`src/rtl/rxb1_cfg.svh`:
```
// Constants for the second receive buffer status and identifier block.
// Assumes inclusion by the package and the design module only.
`ifndef RXB1_CFG_SVH
`define RXB1_CFG_SVH
`define ADDR_W 4
`define OFF_BUF_CTRL 4'h0
`define OFF_STD_ID_HIGH 4'h1
`define OFF_STD_ID_LOW 4'h2
`define OFF_EXT_ID_HIGH 4'h3
`define OFF_ENH_HIT 4'h4
`define OFF_IRQ_STATUS 4'h5
`define OFF_IRQ_MASK 4'h6
`define OFF_MODE 4'h7
`define BIT_FULL 7
`define BIT_RTR 3
`define BIT_FULL_ENH 7
`define BIT_RTR_ENH 5
`define BIT_SUB_REMOTE 4
`define BIT_EXT_FLAG 3
`define BIT_DBEN 0
`define BIT_ENH 1
`define IRQ_LOAD 0
`define IRQ_DROP 1
`define IRQ_W 2
`define LEGACY_HIT_W 3
`define ENH_HIT_W 5
`define ZERO8 8'h00
`define ZERO2 2'h0
`endif

```
`src/rtl/rxb1_pkg.sv`:
```
// Types shared by the receive buffer block and its bench.
// Assumes rxb1_cfg.svh defines the widths.
`include "rxb1_cfg.svh"
package rxb1_pkg;
    // One accepted frame as handed over by the protocol engine
    typedef struct packed {
        logic ext; // Extended identifier frame
        logic rtr; // Remote request frame
        logic [28:0] id; // Standard id in [10:0] or full extended id
        logic [`ENH_HIT_W-1:0] hit; // Accepting filter number
        logic to_first; // Frame targets the first buffer
    } frame_t;
    typedef struct packed {
        logic [`ADDR_W-1:0] addr;
        logic [7:0] wdata;
        logic wr;
        logic rd;
    } bus_req_t;
endpackage : rxb1_pkg

```
`src/rtl/rxb1_id_status.sv`:
```
// Second receive buffer: filter hit, identifier bytes, full flag, interrupt.
// Assumes a synchronous engine strobe and the plain register port.
//
// The register addresses and the plain strobed port were decided locally.
`timescale 1ns/100ps
`include "rxb1_cfg.svh"
module rxb1_id_status (
    input wire logic ref_clk, // 50 MHz system clock
    input wire logic reset, // Synchronous, active high
    input wire rxb1_pkg::frame_t frame, // Accepted frame from the engine
    input wire logic frame_valid, // One-cycle strobe with frame
    input wire logic first_full, // First buffer full flag
    input wire rxb1_pkg::bus_req_t bus, // Register access request
    output logic [7:0] rdata, // Read data, cycle after read strobe
    output logic irq, // Level interrupt
    output logic buffer_full_flag // Buffer holds a message
);
    ////////////////////////////////////////////////////////////////////
    logic full_reg, full_next;
    logic ext_reg, ext_next;
    logic rtr_reg, rtr_next;
    logic [28:0] id_reg, id_next;
    logic [`ENH_HIT_W-1:0] hit_reg, hit_next;
    logic dben_reg, dben_next;
    logic enh_reg, enh_next;
    logic [`IRQ_W-1:0] stat_reg, stat_next;
    logic [`IRQ_W-1:0] mask_reg, mask_next;
    logic [7:0] rdata_reg, rdata_next;
    logic irq_reg, irq_next;
    logic take;
    logic drop;
    logic [7:0] ctrl_byte;
    logic [7:0] sid_high;
    logic [7:0] sid_low;
    logic [7:0] eid_high;

    function automatic logic hit_addr(input rxb1_pkg::bus_req_t b, input logic [`ADDR_W-1:0] a);
        hit_addr = (b.addr == a);
    endfunction : hit_addr

    ////////////////////////////////////////////////////////////////////
    // Frame acceptance
    always_comb begin
        logic wants;
        wants = frame_valid && (!frame.to_first || (dben_reg && first_full));
        take = wants && !full_reg;
        drop = wants && full_reg;
    end

    always_comb begin
        sid_high = frame_sid_high(ext_reg, id_reg);
    end

    function automatic logic [7:0] frame_sid_high(input logic e, input logic [28:0] i);
        frame_sid_high = e ? i[28:21] : i[10:3];
    endfunction : frame_sid_high

    always_comb begin
        sid_low = `ZERO8;
        sid_low[7:5] = ext_reg ? id_reg[20:18] : id_reg[2:0];
        sid_low[`BIT_SUB_REMOTE] = ext_reg ? 1'b0 : rtr_reg;
        sid_low[`BIT_EXT_FLAG] = ext_reg;
        // Bit 2 stays zero via the default above
        sid_low[1:0] = ext_reg ? id_reg[17:16] : `ZERO2;
        eid_high = ext_reg ? id_reg[15:8] : `ZERO8;
    end

    always_comb begin
        ctrl_byte = `ZERO8;
        if (enh_reg) begin
            ctrl_byte[`BIT_FULL_ENH] = full_reg;
            ctrl_byte[`BIT_RTR_ENH] = rtr_reg;
            ctrl_byte[`ENH_HIT_W-1:0] = hit_reg;
        end else begin
            ctrl_byte[`BIT_FULL] = full_reg;
            ctrl_byte[`BIT_RTR] = rtr_reg;
            ctrl_byte[`LEGACY_HIT_W-1:0] = hit_reg[`LEGACY_HIT_W-1:0];
        end
    end

    ////////////////////////////////////////////////////////////////////
    always_comb begin
        full_next = full_reg;
        ext_next = ext_reg;
        rtr_next = rtr_reg;
        id_next = id_reg;
        hit_next = hit_reg;
        dben_next = dben_reg;
        enh_next = enh_reg;
        stat_next = stat_reg;
        mask_next = mask_reg;
        rdata_next = `ZERO8;
        if (bus.wr && hit_addr(bus, `OFF_BUF_CTRL) && !bus.wdata[`BIT_FULL]) begin
            full_next = 1'b0;
        end
        if (bus.wr && hit_addr(bus, `OFF_MODE)) begin
            dben_next = bus.wdata[`BIT_DBEN];
            enh_next = bus.wdata[`BIT_ENH];
        end
        if (bus.wr && hit_addr(bus, `OFF_IRQ_MASK)) begin
            mask_next = bus.wdata[`IRQ_W-1:0];
        end
        // Identifier bytes have no write path
        if (bus.rd) begin
            case (bus.addr)
                `OFF_BUF_CTRL: rdata_next = ctrl_byte;
                `OFF_STD_ID_HIGH: rdata_next = sid_high;
                `OFF_STD_ID_LOW: rdata_next = sid_low;
                `OFF_EXT_ID_HIGH: rdata_next = eid_high;
                `OFF_ENH_HIT: rdata_next = {3'h0, hit_reg};
                `OFF_IRQ_STATUS: rdata_next = {6'h00, stat_reg};
                `OFF_IRQ_MASK: rdata_next = {6'h00, mask_reg};
                `OFF_MODE: rdata_next = {6'h00, enh_reg, dben_reg};
                default: rdata_next = `ZERO8;
            endcase
            if (hit_addr(bus, `OFF_IRQ_STATUS)) begin
                stat_next = '0;
            end
        end
        if (take) begin
            full_next = 1'b1;
            ext_next = frame.ext;
            rtr_next = frame.rtr;
            id_next = frame.id;
            hit_next = frame.hit;
        end
        // Set wins over read clear
        if (take) begin
            stat_next[`IRQ_LOAD] = 1'b1;
        end
        if (drop) begin
            stat_next[`IRQ_DROP] = 1'b1;
        end
        irq_next = |(stat_next & mask_next);
    end

    always_ff @(posedge ref_clk) begin
        if (reset) begin
            full_reg <= 1'b0;
            ext_reg <= 1'b0;
            rtr_reg <= 1'b0;
            id_reg <= 29'h0000_0000;
            hit_reg <= 5'h00;
            dben_reg <= 1'b0;
            enh_reg <= 1'b0;
            stat_reg <= 2'h0;
            mask_reg <= 2'h0;
            rdata_reg <= `ZERO8;
            irq_reg <= 1'b0;
        end else begin
            full_reg <= full_next;
            ext_reg <= ext_next;
            rtr_reg <= rtr_next;
            id_reg <= id_next;
            hit_reg <= hit_next;
            dben_reg <= dben_next;
            enh_reg <= enh_next;
            stat_reg <= stat_next;
            mask_reg <= mask_next;
            rdata_reg <= rdata_next;
            irq_reg <= irq_next;
        end
    end

    assign rdata = rdata_reg;
    assign irq = irq_reg;
    assign buffer_full_flag = full_reg;
endmodule : rxb1_id_status

```
`config.mk`:
```
export PLATFORM = sky130hd
export DESIGN_NAME = rxb1_id_status
export DESIGN_NICKNAME = d
export VERILOG_FILES = /design/src/rtl/rxb1_pkg.sv /design/src/rtl/rxb1_id_status.sv
export VERILOG_INCLUDE_DIRS = /design/src /design/src/rtl
export SDC_FILE = /design/constraint.sdc
export NUM_CORES = 1
export LEC_CHECK = 0
export BUFFER_PORTS_ARGS = -buffer_cell sky130_fd_sc_hd__buf_2
export CAP_MARGIN = 20
export CORE_MARGIN = 5
export CORE_UTILIZATION = 30
export DETAILED_ROUTE_END_ITERATION = 8
export SLEW_MARGIN = 20
export SYNTH_ARGS = -nofsm -noshare
export SYNTH_HDL_FRONTEND = slang
export SYNTH_SLANG_ARGS = --single-unit
```
`constraint.sdc`:
```
create_clock -name ref_clk -period 1.8 [get_ports ref_clk]
set_input_delay 0.18 -clock ref_clk [delete_from_list [all_inputs] [get_ports ref_clk]]
set_output_delay 0.18 -clock ref_clk [all_outputs]
set_load 0.01 [all_outputs]
```
==> results.py <==
metrics = {
    "global_routing": {
        "grt-ovfl-total": 0,
        "grt_max_degree": 39,
        "grt_pass1_vias": 2044,
        "antenna_found_initial": 0,
        "track_usage_pct": 12.8,
        "grt_pass1_wl_mm": 9.93,
    },
    "floorplan": {
        "die-area_um2": 9460,
        "pin_count": 65,
        "coreArea_um2": 7330,
        "num_rows": 31,
        "initial_core_util_pct": 31.2,
        "fp.dieH_um": 97.3,
        "die_w_um": 97.3,
    },
    "setup_path": {
        "crit_type": "flop to flop",
        "critical_path_buf_inv_count": 2,
        "cp.required_ns": 2.03,
        "critPathTopFamily": "flip-flops",
        "crit_path_start_kind": "flop",
        "reg2reg_setup_slack_ns": 0.29,
        "cp_num_cells": 6,
        "path_max_fanout": 6,
        "timing.rr.start": "ext_reg",
        "endpoint": "rdata[1]",
        "critPathSlowestCell": "dfxtp_1",
        "crit_top_cell": "buf_4",
        "cp-end-kind": "flop",
        "critical_path_arrival_ns": 1.73,
        "reg2reg_depth": 6,
        "path_cells": "buf_4 > nand3b_4 > nor3b_4 > buf_4 > a221oi_1 > a21oi_1",
        "cp-startpoint": "ext_reg",
        "reg2reg_to": "rdata[1]",
        "cpPeakStageDelay_ns": 0.46,
    },
    "cells_and_area": {
        "stdcell_area_um2": 2780,
        "layout_common_cells": "nand2_1, buf_2, dfxtp_1",
        "antenna_cells": 0,
        "largest_register_ffs": 29,
        "syn2layout_area_growth_pct": 21.6,
        "layout-drive-gt1-share_pct": 29.7,
        "final_common_cell": "nand2_1",
        "num-fill-cells": 777,
        "final_cells": 419,
        "num-nets-final": 374,
    },
    "routing": {
        "postRouteAntennaNets": 0,
        "via_per_inst": 4.70,
        "wl_per_cell_um": 14.1,
        "drt_pre_antenna_iters": 4,
        "routed_wl_mm": 5.90,
        "num_vias": 1970,
        "drc": 0,
        "drt_iter0_drc": 155,
    },
    "clocking": {
        "clkSlewWorstSetupHoldPaths_ns": 0.10,
        "cts-root-buf": "clkbuf_8",
        "cts_tree": "done",
        "cts_buffer_depth": 2,
        "cts_resized": 0,
        "ctsHoldBuffers": 0,
        "numCtsBuffers": 5,
        "htree_levels": 2,
        "clk_latency_ns": 0.31,
        "post-cts-setup-buffer-count": 0,
        "cts_sinks": 52,
    },
    "sta": {
        "slew_headroom_pct": 61.5,
        "slew_viol_final": 0,
        "hold_viol": 0,
        "fin_crit_ns": 1.51,
        "fin_tns_setup_ns": 0,
        "fmax_mhz": 664,
        "finalCritPeriodShare_pct": 83.6,
        "setup_slack_ns": 0.295,
        "rsz0062_at_grt": "false",
        "finalSetupViolCount": 0,
        "fin_skew_ns": 0.0110,
        "tightest_slew_ns": 0.573,
    },
    "hold_path": {
        "hold_class": "primary input to flop",
    },
    "power_and_ir_drop": {
        "finalPower_mw": 2.14,
        "vdd_ir_drop_max_v": 0.000295,
        "comb_power_share_pct": 12.1,
        "p_leak_nw": 1.09,
        "p_sw_mw": 0.554,
        "swShare_pct": 25.9,
        "cellPowerDensity_nw_per_um2": 771,
        "p_int_mw": 1.59,
        "power_frac_clock_pct": 30.8,
        "power_frac_seq_pct": 57.2,
    },
    "placement": {
        "pre_cts_ws_ns": 0.304,
        "gp_congestion": 0.785,
        "portBuffers": 59,
        "dpl_cell_area_um2": 2690,
        "dp_hpwl_mm": 4.40,
        "post-place-cells": 411,
    },
    "synthesis": {
        "ys_ff_latch": 52,
        "ys_seq_area_share_pct": 45.6,
        "yosysWarningCount": 0,
        "synthesis.nets": 320,
        "syn_avg_cell_area_um2": 8.62,
        "syn-cell-area_um2": 2280,
        "synth.distinct_cells": 39,
        "synth_cells": 265,
    },
    "outcome": {
        "status": "finished clean",
    },
    "job": {
        "max-cap-violations": 0,
    },
}
## worst register-to-register path, stage by stage, from the launching register on
cell	delay, ns
dfxtp_1	0.46
buf_4	0.21
nand3b_4	0.09
nor3b_4	0.21
buf_4	0.16
a221oi_1	0.08
a21oi_1	0.20
## how the worst min path moves through the flow
stage                          from    endpoint  slack, ns  cells after the start
after floorplan            frame[6]   id_reg[0]       0.32                      2
after global placement    frame[17]  id_reg[11]       0.43                      3
after detailed placement  frame[10]   id_reg[4]       0.43                      3
after CTS                 frame[18]  id_reg[12]       0.09                      3
after global routing      frame[22]  id_reg[16]       0.09                      3
final                     frame[33]  id_reg[27]       0.09                      3
## layout make-up
| class | count | area [um2] | share of cell area, % |
|---|---|---|---|
| Clock inverter | 2 | 16.3 | 0.585 |
| Timing Repair Buffer | 67 | 380 | 13.7 |
| Sequential cell | 52 | 1040 | 37.5 |
| Multi-Input combinational cell | 190 | 1130 | 40.8 |
| Clock buffer | 6 | 72.6 | 2.61 |
| Tap cell | 99 | 124 | 4.46 |
| Inverter | 3 | 11.3 | 0.405 |
## cells in the mapped netlist (all sizes together)
master / number / share of area, %
nor2: 10 / 1.6
and3b: 1 / 0.38
nor4b: 4 / 3.1
nand3b: 3 / 1.5
mux2: 9 / 4.4
a21oi: 43 / 9.4
nor4: 1 / 0.55
o21bai: 1 / 0.33
and4bb: 1 / 0.55
a21boi: 2 / 0.66
inv: 3 / 0.49
a32o: 1 / 0.44
o21ai: 5 / 1.1
clkbuf: 6 / 0.99
buf: 14 / 3.6
a221oi: 4 / 1.5
nand3: 2 / 0.44
mux4: 1 / 1.2
a32oi: 2 / 0.77
nor3b: 2 / 1.2
o21a: 1 / 0.33
nand2: 82 / 14
nor3: 1 / 0.22
o32ai: 1 / 0.71
a221o: 1 / 0.44
mux2i: 4 / 1.8
a31oi: 2 / 0.55
a222oi: 2 / 0.88
or3b: 2 / 0.77
a22o: 2 / 0.77
dfxtp: 52 / 46
## metal layers
metal	global-route usage, %	vias up	share of wire, %
met5	0	-	0
met4	4.15	0	1.5
met3	2.73	6	5.0
met2	18.9	64	43
met1	18.4	879	50
li1	-	1021	-
## metrics by stage
stage	hold WS, ns	util, %
6_report	0.0945	37.9
5_1_grt	0.0907	37.9
4_1_cts	0.0876	37.9
3_5_place_dp	0.427	36.7
3_3_place_gp	0.428	36.7
2_1_floorplan	0.316	-
## cell families (layout without fill, tap and decap cells)
family	count (synthesis)	count (layout)	share of synthesized area, %
AOI/OAI and AO/OA	67	67	17.9
and+or+nand+nor	109	109	24.2
DFF	52	52	45.6
muxes	14	14	7.34
buffers and inverters	23	78	5.04
## power by group through the flow
stage          Combinational [mW]  Clock [mW]  Sequential (mW)
5_1_grt                     0.290       0.741             1.23
2_1_floorplan               0.163           0             1.24
6_report                    0.258       0.659             1.23
4_1_cts                     0.260       0.687             1.22
3_5_place_dp                0.258           0             1.25
3_3_place_gp                0.256           0             1.25
(Power assumes the default switching activity.)
